### config.mk
export PLATFORM = sky130hd
export DESIGN_NAME = timer8_single_compare
export DESIGN_NICKNAME = d
export VERILOG_FILES = /design/src/logic/timer8_pkg.sv /design/src/logic/timer8_link_if.sv /design/src/logic/timer8_tick_source.sv /design/src/logic/timer8_compare_store.sv /design/src/logic/timer8_single_compare.sv
export SDC_FILE = /design/constraint.sdc
export NUM_CORES = 1
export LEC_CHECK = 0
export ABC_AREA = 1
export BUFFER_PORTS_ARGS = -buffer_cell sky130_fd_sc_hd__clkbuf_2
export CAP_MARGIN = 20
export CORE_MARGIN = 2
export CORE_UTILIZATION = 60
export DETAILED_ROUTE_END_ITERATION = 16
export PLACE_DENSITY = 0.9
export REMOVE_ABC_BUFFERS = 1
export SYNTH_ARGS = -nofsm -noshare
export SYNTH_HDL_FRONTEND = slang
export SYNTH_SLANG_ARGS = --single-unit
### constraint.sdc
create_clock -name clk_sys_in -period 4 [get_ports clk_sys_in]
set_clock_uncertainty 0.1 [all_clocks]
set_input_delay 0.4 -clock clk_sys_in [delete_from_list [all_inputs] [get_ports clk_sys_in]]
set_output_delay 0.4 -clock clk_sys_in [all_outputs]
set_load 0.05 [all_outputs]
### src/logic/timer8_pkg.sv
// Constants, field codes and mode encodings of the 8-bit timer/counter.
// Assumes every user shares one clock domain and reads names as pkg::name.
package timer8_pkg;

   // Widths
   localparam int CNT_W      = 8;
   localparam int PRESCALE_W = 10;

   // Counter landmarks and reset values
   localparam logic [7:0] BOTTOM_VAL    = 8'h00;
   localparam logic [7:0] MAX_VAL       = 8'hFF;
   localparam logic [7:0] COUNTER_RESET = 8'h00;
   localparam logic [7:0] COMPARE_RESET = 8'h00;
   localparam logic [9:0] PRESCALE_RESET = 10'h000;

   // Clock select codes
   localparam logic [2:0] CS_STOP     = 3'h0;
   localparam logic [2:0] CS_DIV1     = 3'h1;
   localparam logic [2:0] CS_DIV8     = 3'h2;
   localparam logic [2:0] CS_DIV64    = 3'h3;
   localparam logic [2:0] CS_DIV256   = 3'h4;
   localparam logic [2:0] CS_DIV1024  = 3'h5;
   localparam logic [2:0] CS_EXT_FALL = 3'h6;
   localparam logic [2:0] CS_EXT_RISE = 3'h7;

   // Prescaler tap masks
   localparam logic [9:0] MASK_DIV8    = 10'h007;
   localparam logic [9:0] MASK_DIV64   = 10'h03F;
   localparam logic [9:0] MASK_DIV256  = 10'h0FF;
   localparam logic [9:0] MASK_DIV1024 = 10'h3FF;

   // Compare output mode codes
   localparam logic [1:0] COM_NONE   = 2'h0;
   localparam logic [1:0] COM_TOGGLE = 2'h1;
   localparam logic [1:0] COM_CLEAR  = 2'h2;
   localparam logic [1:0] COM_SET    = 2'h3;

   // Waveform modes in encoding order 0..3
   typedef enum logic [1:0] {
      MODE_NORMAL,
      MODE_PC_PWM,
      MODE_CTC,
      MODE_FAST_PWM
   } wave_mode_t;

endpackage

### src/logic/timer8_link_if.sv
// Carrier between the timer core, its tick source and its compare store.
// Assumes all three sit on the same system clock.
`timescale 1ns/1ps
interface timer8_link_if;
   logic [2:0] clock_select;
   logic       tick;
   logic       cmp_wr;
   logic [7:0] cmp_wdata;
   logic       buffered;
   logic       update;
   logic [7:0] cmp_active;
   logic [7:0] cmp_buffer;

   modport tick_gen (input clock_select, output tick);
   modport store (input cmp_wr, cmp_wdata, buffered, update, output cmp_active, cmp_buffer);
   modport core (output clock_select, cmp_wr, cmp_wdata, buffered, update,
                 input tick, cmp_active, cmp_buffer);
endinterface

### src/logic/timer8_tick_source.sv
// Timer tick source: prescaled system clock or synchronised count pin.
// Assumes the count pin is asynchronous and slower than half the clock.
`timescale 1ns/1ps
module timer8_tick_source (
   // Clock and reset
   input  wire logic     clk_sys_in,
   input  wire logic     rst_n_in,
   // Count pin
   input  wire logic     ext_count_pin_in,
   // Core link
   timer8_link_if.tick_gen link
);

   logic [9:0] prescale;
   logic       pin_meta;
   logic       pin_sync;
   logic       pin_prev;
   logic       tick;

   // Prescaler runs only while a source is selected
   always_ff @(posedge clk_sys_in or negedge rst_n_in) begin
      if (!rst_n_in) begin
         prescale <= timer8_pkg::PRESCALE_RESET;
      end else if (link.clock_select == timer8_pkg::CS_STOP) begin
         prescale <= timer8_pkg::PRESCALE_RESET;
      end else begin
         prescale <= prescale + 10'h001;
      end
   end

   // Two-stage pin synchroniser plus edge history
   always_ff @(posedge clk_sys_in or negedge rst_n_in) begin
      if (!rst_n_in) begin
         pin_meta <= 1'b0;
         pin_sync <= 1'b0;
         pin_prev <= 1'b0;
      end else begin
         pin_meta <= ext_count_pin_in;
         pin_sync <= pin_meta;
         pin_prev <= pin_sync;
      end
   end

   // Source and edge choice
   always_ff @(posedge clk_sys_in or negedge rst_n_in) begin
      if (!rst_n_in) begin
         tick <= 1'b0;
      end else begin
         case (link.clock_select)
            timer8_pkg::CS_STOP:     tick <= 1'b0;
            timer8_pkg::CS_DIV1:     tick <= 1'b1;
            timer8_pkg::CS_DIV8:     tick <= (prescale & timer8_pkg::MASK_DIV8) == timer8_pkg::MASK_DIV8;
            timer8_pkg::CS_DIV64:    tick <= (prescale & timer8_pkg::MASK_DIV64) == timer8_pkg::MASK_DIV64;
            timer8_pkg::CS_DIV256:   tick <= (prescale & timer8_pkg::MASK_DIV256) == timer8_pkg::MASK_DIV256;
            timer8_pkg::CS_DIV1024:  tick <= prescale == timer8_pkg::MASK_DIV1024;
            timer8_pkg::CS_EXT_FALL: tick <= pin_prev & ~pin_sync;
            timer8_pkg::CS_EXT_RISE: tick <= ~pin_prev & pin_sync;
            default:                 tick <= 1'b0;
         endcase
      end
   end

   assign link.tick = tick;
endmodule

### src/logic/timer8_compare_store.sv
// Compare value store: buffer register and active compare register.
// Assumes the core raises update only at top or bottom of the sequence.
`timescale 1ns/1ps
module timer8_compare_store (
   // Clock and reset
   input  wire logic   clk_sys_in,
   input  wire logic   rst_n_in,
   // Core link
   timer8_link_if.store link
);

   logic [7:0] cmp_active;
   logic [7:0] cmp_buffer;

   // Buffer always takes software writes
   always_ff @(posedge clk_sys_in or negedge rst_n_in) begin
      if (!rst_n_in) begin
         cmp_buffer <= timer8_pkg::COMPARE_RESET;
      end else if (link.cmp_wr) begin
         cmp_buffer <= link.cmp_wdata;
      end
   end

   // Active register: direct write or transfer at top
   always_ff @(posedge clk_sys_in or negedge rst_n_in) begin
      if (!rst_n_in) begin
         cmp_active <= timer8_pkg::COMPARE_RESET;
      end else if (link.cmp_wr && !link.buffered) begin
         cmp_active <= link.cmp_wdata;
      end else if (link.buffered && link.update) begin
         cmp_active <= cmp_buffer;
      end
   end

   assign link.cmp_active = cmp_active;
   assign link.cmp_buffer = cmp_buffer;
endmodule

### src/logic/timer8_single_compare.sv
// Top of the 8-bit timer/counter with one compare unit.
// Assumes control inputs and strobes come from logic on the same clock;
// only the count pin is asynchronous.
`timescale 1ns/1ps

// Operation
// - Counter value and compare value are eight bits wide.
// - Clock select zero gives no tick; counter stays stopped.
// - Tick comes from prescaled clock or count pin, chosen with edge by clock select.
// - Bottom is flagged whenever the counter value is 0x00.
// - Maximum is flagged whenever the counter value is 0xFF.
// - Top is 0xFF or the compare value depending on mode.
// - Each tick clears, increments or decrements the counter per mode.
// - Software reads and writes the counter at any time.
// - Software counter write beats any clear or count in that cycle.
// - Counting sequence follows the two waveform mode bits.
// - Overflow flag sets at the mode's point and may request an interrupt.
// - Comparator signals match whenever counter equals compare value.
// - A match sets the compare flag on the following tick.
// - Compare interrupt needs flag, compare enable and global enable.
// - Compare flag clears when serviced or when software writes one.
// - Compare value double-buffered in PWM modes, direct otherwise.
// - Buffered value moves to active register only on a tick at top (0xFF).
// - Software compare access hits buffer when buffered, else active register.
// - Force compare in non-PWM modes drives output only, no flag, no clear.
// - Counter write blocks compare matches on the next tick, even stopped.
// - Compare output state keeps its value over mode changes.
// - Compare output mode is unbuffered and acts immediately.
// - Normal mode counts up, wraps 0xFF to 0x00, sets overflow at zero.
// - Reset forces compare output state to zero.
module timer8_single_compare (
   // Clock and reset
   input  wire logic       clk_sys_in,
   input  wire logic       rst_n_in,
   // Count pin
   input  wire logic       ext_count_pin_in,
   // Control fields
   input  wire logic [2:0] clock_select_in,
   input  wire logic [1:0] waveform_mode_in,
   input  wire logic [1:0] compare_output_mode_in,
   input  wire logic       force_compare_in,
   // Counter access
   input  wire logic       counter_wr_in,
   input  wire logic [7:0] counter_wdata_in,
   // Compare access
   input  wire logic       compare_wr_in,
   input  wire logic [7:0] compare_wdata_in,
   // Flag clears and interrupt service
   input  wire logic       overflow_flag_clr_in,
   input  wire logic       compare_flag_clr_in,
   input  wire logic       overflow_irq_ack_in,
   input  wire logic       compare_irq_ack_in,
   // Interrupt enables
   input  wire logic       overflow_irq_enable_in,
   input  wire logic       compare_irq_enable_in,
   input  wire logic       global_irq_enable_in,
   // Counter state
   output logic [7:0]      counter_value_out,
   output logic [7:0]      compare_value_out,
   output logic            bottom_out,
   output logic            max_out,
   // Flags and interrupts
   output logic            overflow_flag_out,
   output logic            compare_flag_out,
   output logic            overflow_irq_out,
   output logic            compare_irq_out,
   // Waveform
   output logic            compare_output_out
);

   timer8_link_if link ();

   timer8_pkg::wave_mode_t mode;
   logic [7:0]             counter_value;
   logic [7:0]             top_val;
   logic [7:0]             next_counter;
   logic                   count_down;
   logic                   next_down;
   logic                   block_match;
   logic                   overflow_flag;
   logic                   compare_flag;
   logic                   compare_output;
   logic                   next_output;
   logic                   tick;
   logic                   pwm;
   logic                   match;
   logic                   match_eff;
   logic                   ovf_evt;
   logic                   at_max;

   timer8_tick_source u_tick (
      .clk_sys_in       (clk_sys_in),
      .rst_n_in         (rst_n_in),
      .ext_count_pin_in (ext_count_pin_in),
      .link             (link)
   );

   timer8_compare_store u_store (
      .clk_sys_in (clk_sys_in),
      .rst_n_in   (rst_n_in),
      .link       (link)
   );

   // Mode decode
   assign mode    = timer8_pkg::wave_mode_t'(waveform_mode_in);
   assign pwm     = (mode == timer8_pkg::MODE_PC_PWM) || (mode == timer8_pkg::MODE_FAST_PWM);
   assign tick    = link.tick;
   assign at_max  = counter_value == timer8_pkg::MAX_VAL;
   assign top_val = (mode == timer8_pkg::MODE_CTC) ? link.cmp_active : timer8_pkg::MAX_VAL;

   // Comparator and blocking
   assign match     = counter_value == link.cmp_active;
   assign match_eff = tick && match && !block_match;

   // Compare store link
   assign link.clock_select = clock_select_in;
   assign link.cmp_wr       = compare_wr_in;
   assign link.cmp_wdata    = compare_wdata_in;
   assign link.buffered     = pwm;
   assign link.update       = tick && pwm && at_max;

   // Counting sequence
   always_comb begin
      next_counter = counter_value;
      next_down    = count_down;
      ovf_evt      = 1'b0;
      if (tick) begin
         case (mode)
            timer8_pkg::MODE_NORMAL: begin
               next_counter = counter_value + 8'h01;
               ovf_evt      = at_max;
               next_down    = 1'b0;
            end
            timer8_pkg::MODE_CTC: begin
               if (counter_value == top_val && !block_match) begin
                  next_counter = timer8_pkg::BOTTOM_VAL;
               end else begin
                  next_counter = counter_value + 8'h01;
               end
               ovf_evt   = at_max;
               next_down = 1'b0;
            end
            timer8_pkg::MODE_FAST_PWM: begin
               if (at_max) begin
                  next_counter = timer8_pkg::BOTTOM_VAL;
               end else begin
                  next_counter = counter_value + 8'h01;
               end
               ovf_evt   = at_max;
               next_down = 1'b0;
            end
            timer8_pkg::MODE_PC_PWM: begin
               if (!count_down) begin
                  if (at_max) begin
                     next_down    = 1'b1;
                     next_counter = counter_value - 8'h01;
                  end else begin
                     next_counter = counter_value + 8'h01;
                  end
               end else begin
                  if (counter_value == timer8_pkg::BOTTOM_VAL) begin
                     next_down    = 1'b0;
                     next_counter = counter_value + 8'h01;
                     ovf_evt      = 1'b1;
                  end else begin
                     next_counter = counter_value - 8'h01;
                  end
               end
            end
            default: begin
               next_counter = counter_value;
            end
         endcase
      end
      if (counter_wr_in) begin
         next_counter = counter_wdata_in;
         ovf_evt      = 1'b0;
      end
   end

   // Waveform generator
   always_comb begin
      next_output = compare_output;
      if (!pwm) begin
         if (match_eff || force_compare_in) begin
            case (compare_output_mode_in)
               timer8_pkg::COM_TOGGLE: next_output = ~compare_output;
               timer8_pkg::COM_CLEAR:  next_output = 1'b0;
               timer8_pkg::COM_SET:    next_output = 1'b1;
               default:                next_output = compare_output;
            endcase
         end
      end else if (mode == timer8_pkg::MODE_FAST_PWM) begin
         if (match_eff) begin
            if (compare_output_mode_in == timer8_pkg::COM_CLEAR) begin
               next_output = 1'b0;
            end else if (compare_output_mode_in == timer8_pkg::COM_SET) begin
               next_output = 1'b1;
            end
         end else if (tick && at_max) begin
            if (compare_output_mode_in == timer8_pkg::COM_CLEAR) begin
               next_output = 1'b1;
            end else if (compare_output_mode_in == timer8_pkg::COM_SET) begin
               next_output = 1'b0;
            end
         end
      end else if (match_eff) begin
         if (compare_output_mode_in == timer8_pkg::COM_CLEAR) begin
            next_output = count_down;
         end else if (compare_output_mode_in == timer8_pkg::COM_SET) begin
            next_output = ~count_down;
         end
      end
   end

   // Counter and direction
   always_ff @(posedge clk_sys_in or negedge rst_n_in) begin
      if (!rst_n_in) begin
         counter_value <= timer8_pkg::COUNTER_RESET;
         count_down    <= 1'b0;
      end else begin
         counter_value <= next_counter;
         count_down    <= next_down;
      end
   end

   // Match blocking after a counter write
   always_ff @(posedge clk_sys_in or negedge rst_n_in) begin
      if (!rst_n_in) begin
         block_match <= 1'b0;
      end else if (counter_wr_in) begin
         block_match <= 1'b1;
      end else if (tick) begin
         block_match <= 1'b0;
      end
   end

   // Overflow flag: set wins over clear
   always_ff @(posedge clk_sys_in or negedge rst_n_in) begin
      if (!rst_n_in) begin
         overflow_flag <= 1'b0;
      end else if (ovf_evt) begin
         overflow_flag <= 1'b1;
      end else if (overflow_flag_clr_in || overflow_irq_ack_in) begin
         overflow_flag <= 1'b0;
      end
   end

   // Compare flag: set wins over clear
   always_ff @(posedge clk_sys_in or negedge rst_n_in) begin
      if (!rst_n_in) begin
         compare_flag <= 1'b0;
      end else if (match_eff) begin
         compare_flag <= 1'b1;
      end else if (compare_flag_clr_in || compare_irq_ack_in) begin
         compare_flag <= 1'b0;
      end
   end

   // Compare output state, untouched by mode changes
   always_ff @(posedge clk_sys_in or negedge rst_n_in) begin
      if (!rst_n_in) begin
         compare_output <= 1'b0;
      end else begin
         compare_output <= next_output;
      end
   end

   // Registered status and interrupt requests
   always_ff @(posedge clk_sys_in or negedge rst_n_in) begin
      if (!rst_n_in) begin
         bottom_out        <= 1'b1;
         max_out           <= 1'b0;
         compare_value_out <= timer8_pkg::COMPARE_RESET;
         overflow_irq_out  <= 1'b0;
         compare_irq_out   <= 1'b0;
      end else begin
         bottom_out        <= next_counter == timer8_pkg::BOTTOM_VAL;
         max_out           <= next_counter == timer8_pkg::MAX_VAL;
         compare_value_out <= pwm ? link.cmp_buffer : link.cmp_active;
         overflow_irq_out  <= overflow_flag && overflow_irq_enable_in && global_irq_enable_in;
         compare_irq_out   <= compare_flag && compare_irq_enable_in && global_irq_enable_in;
      end
   end

   assign counter_value_out  = counter_value;
   assign overflow_flag_out  = overflow_flag;
   assign compare_flag_out   = compare_flag;
   assign compare_output_out = compare_output;
endmodule

* After elaboration in Yosys (flattened, before gate mapping)
Index checks and enable logic that the tools add are counted.
** Storage, ports and cells
- Bits in registers :: 55
- Input bits :: 36
- Output and inout bits :: 23
- Word-level logic and storage cells :: 123
** Operators by class
- Add/sub/neg operators :: 3
- Equality and inequality tests :: 24
- Muxes and demuxes :: 42
- Bitwise gates (word level) :: 6
- Reduce and logical (&&, ||, !) cells :: 30
** Operator list (number)
- $mux 8 :: 11
- $pmux 8 s4 :: 1
- $mux 1 :: 25
- $eq 8x8->1 const B :: 3
- $eq 8x8->1 :: 2
- $logic_not 8->1 :: 2
- $eq 3x3->1 const B :: 5
- $logic_and 1x1->1 :: 12
- $add 10x1->10 const B :: 1
- $eq 10x10->1 const B :: 1
- $mux 10 :: 1
- $reduce_bool 2->1 :: 5
- $ne 3x1->1 const B :: 3
- $add 8x1->8 const B :: 1
- $eq 2x2->1 const B :: 4
- $pmux 1 s8 :: 1
- $sub 8x1->8 const B :: 1
- $eq 3x2->1 const B :: 2
- $eq 6x6->1 const B :: 1
- $reduce_and 5->1 :: 1
- $eq 2x1->1 const B :: 2
- $logic_or 1x1->1 :: 4
- $not 1->1 :: 4
- $pmux 1 s2 :: 2
- 8 further kinds :: 10

* Logic depth before layout (Yosys ltp)
- Word-level depth :: 9
- Gate-level depth with buffers :: 18
- Depth with buffers taken out :: 17

* Hierarchy
Synthesis repeated with hierarchy kept, for this count alone.
** Unflattened totals
- Cells, all modules :: 519
- Area, all modules :: 3509.6 µm²
** By module, submodules not included
- timer8_single_compare :: times used 1, cells an instance 335, area an instance 2073.2 µm², seq. area each 626.9 µm²
- timer8_compare_store :: times used 1, cells an instance 97, area an instance 750.7 µm², seq. area each 400.4 µm²
- timer8_tick_source :: times used 1, cells an instance 87, area an instance 685.7 µm², seq. area each 350.3 µm²

* Worst setup path after synthesis
Ideal clock, no wire load.
- Kind :: reg-to-reg
- Start :: register counter_value[1], in the netlist counter_value_out[1]
- End :: register max_out
- Library setup time :: 71 ps
- Data arrival time :: 2087 ps
- Data required time :: 3829 ps
- Setup slack :: 1742 ps
- Cell stages (with the launch flop) :: 13
- Buffers on the path :: 0
- Clock period less this slack :: 2258 ps
- Path through :: dfrtp_1 ha_1 and3_4 nand2_2 nand2_2 nand3_4 nand2_2 inv_2 nor2_4 a21oi_2 a21oi_1 nand3_1 nor2_1
** On the way
- Word-level cells in the longest chain between the ends :: 7
- Elaborated cells between the ends (all ways) :: 15
- Those cells by class :: add/sub: 2; eq/ne: 3; mux: 8; reduce/logical: 2
** Ends and longest elaborated chain
- from (decl) :: line timer8_single_compare.sv:74 : logic [7:0] counter_value;
- from (signal assigned) :: line timer8_single_compare.sv:219 : counter_value <= timer8_pkg::COUNTER_RESET;
- from (signal assigned) :: line timer8_single_compare.sv:222 : counter_value <= next_counter;
- $add 8x1->8 (tied with other cells)
- $mux 8 (tied with other cells) :: line timer8_single_compare.sv:154 : if (at_max) begin
- $mux 8 (on tied branches) :: line timer8_single_compare.sv:153, timer8_single_compare.sv:135
- $pmux 8 s4 :: line timer8_single_compare.sv:128 : case (mode)
- $mux 8 (*) :: line timer8_single_compare.sv:127 : if (tick) begin
- $mux 8 (*) :: line timer8_single_compare.sv:175 : if (counter_wr_in) begin
- $eq 8x8->1 (*) :: line timer8_single_compare.sv:279 : max_out <= next_counter == timer8_pkg::MAX_VAL;
- to (signal assigned) :: line timer8_single_compare.sv:279
- to (decl) :: line timer8_single_compare.sv:61 : output logic max_out,
Every way passes the cells marked *; elsewhere a longest branch is shown, timed or not.
A chain may end at the register's enable or synchronous reset.

* Worst setup path after layout
- Start :: register u_tick.tick, in the netlist u_tick.link.tick
- End :: register max_out
** On the way
- Word-level cells in the longest chain between the ends :: 3
** Ends and longest elaborated chain
- from (decl) :: line timer8_tick_source.sv:18 : logic tick;
- from (signal assigned) :: line timer8_tick_source.sv:52 : timer8_pkg::CS_DIV8: tick <= (prescale & timer8_pkg::MASK_DIV8) == timer8_pkg::MASK_DIV8;
- from (signal assigned) :: line timer8_tick_source.sv:53 : timer8_pkg::CS_DIV64: tick <= (prescale & timer8_pkg::MASK_DIV64) == timer8_pkg::MASK_DIV64;
- from (signal assigned) :: line timer8_tick_source.sv:54 : timer8_pkg::CS_DIV256: tick <= (prescale & timer8_pkg::MASK_DIV256) == timer8_pkg::MASK_DIV256;
- $mux 8 :: line timer8_single_compare.sv:127
- $mux 8 :: line timer8_single_compare.sv:175
- $eq 8x8->1 :: line timer8_single_compare.sv:279
No other way between the ends.

==> flow_summary.yaml <==
logic_synthesis:
  synth_cells: 432
  yosys_warnings: 0
  synth_seq_cells: 55
  ys_types: 45
  netlist_area_um2: 3260
  yosysSeqAreaShare_pct: 42.3
  syn-mean-instance-area_um2: 7.54
timing:
  max_slew_margin_pct: 45.8
  final.period_utilization_pct: 59.3
  rsz0062_at_grt: "false"
  final_max_slew_viol_count: 0
  setup_viol: 0
  final.setup.tns_ns: 0
  hold_viol: 0
  clock.fmax_mhz: 422
  worstMarginPinSlew_ns: 0.813
  fin_crit_ns: 2.37
global_route:
  grt_max_degree: 33
  grtUsageTotal_pct: 28.4
  grt_pass1_wl_um: 13700
  gr-total-overflow: 0
  grt_pass1_vias: 2984
  antenna_found_initial: 0
drt:
  drt_wl_total_um: 8030
  postRouteAntennaNets: 0
  firstDrtPassIters: 4
  via_count: 2993
  drc: 0
  vias_per_cell: 5.37
  wl_per_cell_um: 14.4
  drt_iter0_markers: 185
worst_setup_path:
  path_class: "flop to flop"
  crit_arrival_ns: 2.52
  cp_max_fo: 12
  rr_endpoint: "max_out$_DFF_PN0_"
  worst_setup_path_end_kind: "flop"
  reg2reg_from: "u_tick.link.tick$_DFF_PN0_"
  start_kind: "flop"
  worstPathRequired_ns: 4.14
  reg2reg_slack_ns: 1.63
  r2r_cells: 10
power:
  finalPower_mw: 1.48
  p_per_area_nw_per_um2: 404
  peakVddDrop_v: 0.000301
  cellLeakagePower_nw: 1.88
floorplan:
  dieArea_um2: 6040
  top_level_ports: 59
  die_y_um: 77.7
  die_w_um: 77.7
  start_util_pct: 63.0
  fp.coreArea_um2: 5170
  rows: 26
cts:
  cts-root-buf: "clkbuf_8"
  post_cts_resized: 0
  cts_max_level: 2
  cts_tree: "done"
  cts_setup_buffers: 0
  cts.hold.buffers_added: 0
  clock_latency_ns: 0.31
  numCtsBuffers: 5
  clockBufferDepth: 2
  clkTransAtPathRegs_ns: 0.11
  clock-sinks: 55
run_status:
  status: "finished, final reports clean"
layout:
  antenna_cells: 0
  instances_no_fill: 557
  nets: 527
  area_growth_pct: 12.6
  nFillCells: 464
  drive_gt1_share_pct: 23.8
placement:
  gp_congestion: 0.921
  dp.cells: 548
  hpwlAfterDp_um: 6130
  numPortBuffers: 58
hold_path:
  min_path_type: "input pin to async pin"
flow_run:
  cap_violations: 0
==> Yosys cell counts (all sizes together) <==
library cell  count  area (um^2)
nand3b            4         33.8
o21ai            40          200
xor2              4         35.0
o21a              2         15.0
or2               2         12.5
o311ai            1         8.76
dfrtp            54         1350
nand4             7         43.8
nor3              8         66.3
clkinv            1         3.75
ha                5         62.6
xnor2             1         8.76
nand2           124          500
a31oi             1         6.26
and2              1         6.26
a21oi            27          143
nor2             38          165
inv              60          225
a21o              1         7.51
nor3b             4         30.0
o22ai             8         50.1
clkbuf            5         18.8
o211ai            1         7.51
buf               8         56.3
o31ai             3         36.3
and3              2         17.5
nand3            18          113
dfstp             1         26.3
a32oi             1         8.76
==> critical path, stage by stage, from the launching register on <==
cell	delay, ns
dfrtp_1	0.59
inv_1	0.35
nor2_1	0.26
nand4_1	0.15
a21oi_1	0.17
o21ai_1	0.13
nor2_4	0.11
a21oi_2	0.05
a21oi_1	0.19
nand3_1	0.11
nor2_1	0.10
==> final cells by class <==
cell class                 instances  area [um^2]  area share (%)
multi-input combinational        303         1580            43.0
clock inverter                     1         8.76           0.239
clock buffer                       7         86.3            2.35
timing repair buffer              60          303            8.25
sequential                        55         1380            37.5
inverter                          61          229            6.24
tap                               70         87.6            2.39
==> sequential cells by signal, summed over array words and instances, names as in the netlist <==
name and cells:
compare_output_out 1, overflow_irq_out 1, u_tick.pin_meta 1, count_down 1, u_store.link.cmp_active 8, u_tick.pin_prev 1
u_tick.link.tick 1, u_tick.pin_sync 1, overflow_flag_out 1, u_tick.prescale 10, bottom_out 1, compare_flag_out 1
compare_value_out 8, max_out 1, u_store.link.cmp_buffer 8, counter_value_out 8, compare_irq_out 1, block_match 1
==> cell usage in the layout, fill, tap and decap left out, drive strengths merged <==
| cell | n |
|---|---|
| nand3b | 4 |
| o21ai | 40 |
| buf | 2 |
| ha | 5 |
| nor3b | 4 |
| o211ai | 1 |
| inv | 60 |
| dfrtp | 54 |
| or2 | 2 |
| nand3 | 18 |
| o22ai | 8 |
| o31ai | 3 |
| nor2 | 38 |
| a21oi | 27 |
| xor2 | 4 |
| and3 | 2 |
| clkinv | 2 |
| o21a | 2 |
| a31oi | 1 |
| nor3 | 8 |
| nand4 | 7 |
| dfstp | 1 |
| and2 | 1 |
| xnor2 | 1 |
| clkbuf | 65 |
| nand2 | 124 |
| o311ai | 1 |
| a21o | 1 |
| a32oi | 1 |
==> how the worst max path moves through the flow <==
stage,end,startpoint,cells after the start
detailed placement,max_out$_DFF_PN0_,waveform_mode_in[0],13
global route,max_out$_DFF_PN0_,u_tick.link.tick$_DFF_PN0_,10
CTS,max_out$_DFF_PN0_,counter_value_out[1]$_DFF_PN0_,12
global placement,max_out$_DFF_PN0_,waveform_mode_in[0],13
finish,max_out$_DFF_PN0_,u_tick.link.tick$_DFF_PN0_,10
floorplan,max_out$_DFF_PN0_,counter_value_out[1]$_DFF_PN0_,14
==> metrics by stage <==
step                      setup WS, ns  util (%)  hold slack [ns]  cell area (um^2)
after floorplan                   1.73         -          0.00441              3180
after global placement            1.67      69.0            0.243              3570
after detailed placement          1.60      69.0            0.241              3570
after CTS                         1.67      70.9           0.0897              3660
after global routing              1.40      70.9           0.0787              3670
final                             1.63      70.9           0.0589              3670
==> layer usage <==
metal / vias to the layer above / part of all wire, % / track usage, %
li1: 1497 / - / -
met5: - / 0 / 0
met2: 110 / 51 / 49.2
met1: 1372 / 42 / 36.9
met3: 14 / 6.2 / 3.72
met4: 0 / 1.5 / 9.11
==> report_power, final <==
part | internal (mW) | switching [mW] | total, mW
Combinational | 0.141 | 0.312 | 0.454
Sequential | 0.626 | 0.0766 | 0.703
Clock | 0.142 | 0.184 | 0.326
==> cell families (layout without fill, tap and decap cells) <==
| group | Yosys count | after routing | share of synthesized area, % |
|---|---|---|---|
| xor+xnor | 5 | 5 | 1.34 |
| simple gates | 208 | 208 | 30.3 |
| fa+ha+maj | 5 | 5 | 1.92 |
| flops | 55 | 55 | 42.3 |
| compound gates | 85 | 85 | 14.8 |
| buf+inv | 74 | 129 | 9.33 |
No activity file was read; power rests on OpenSTA's default activity.
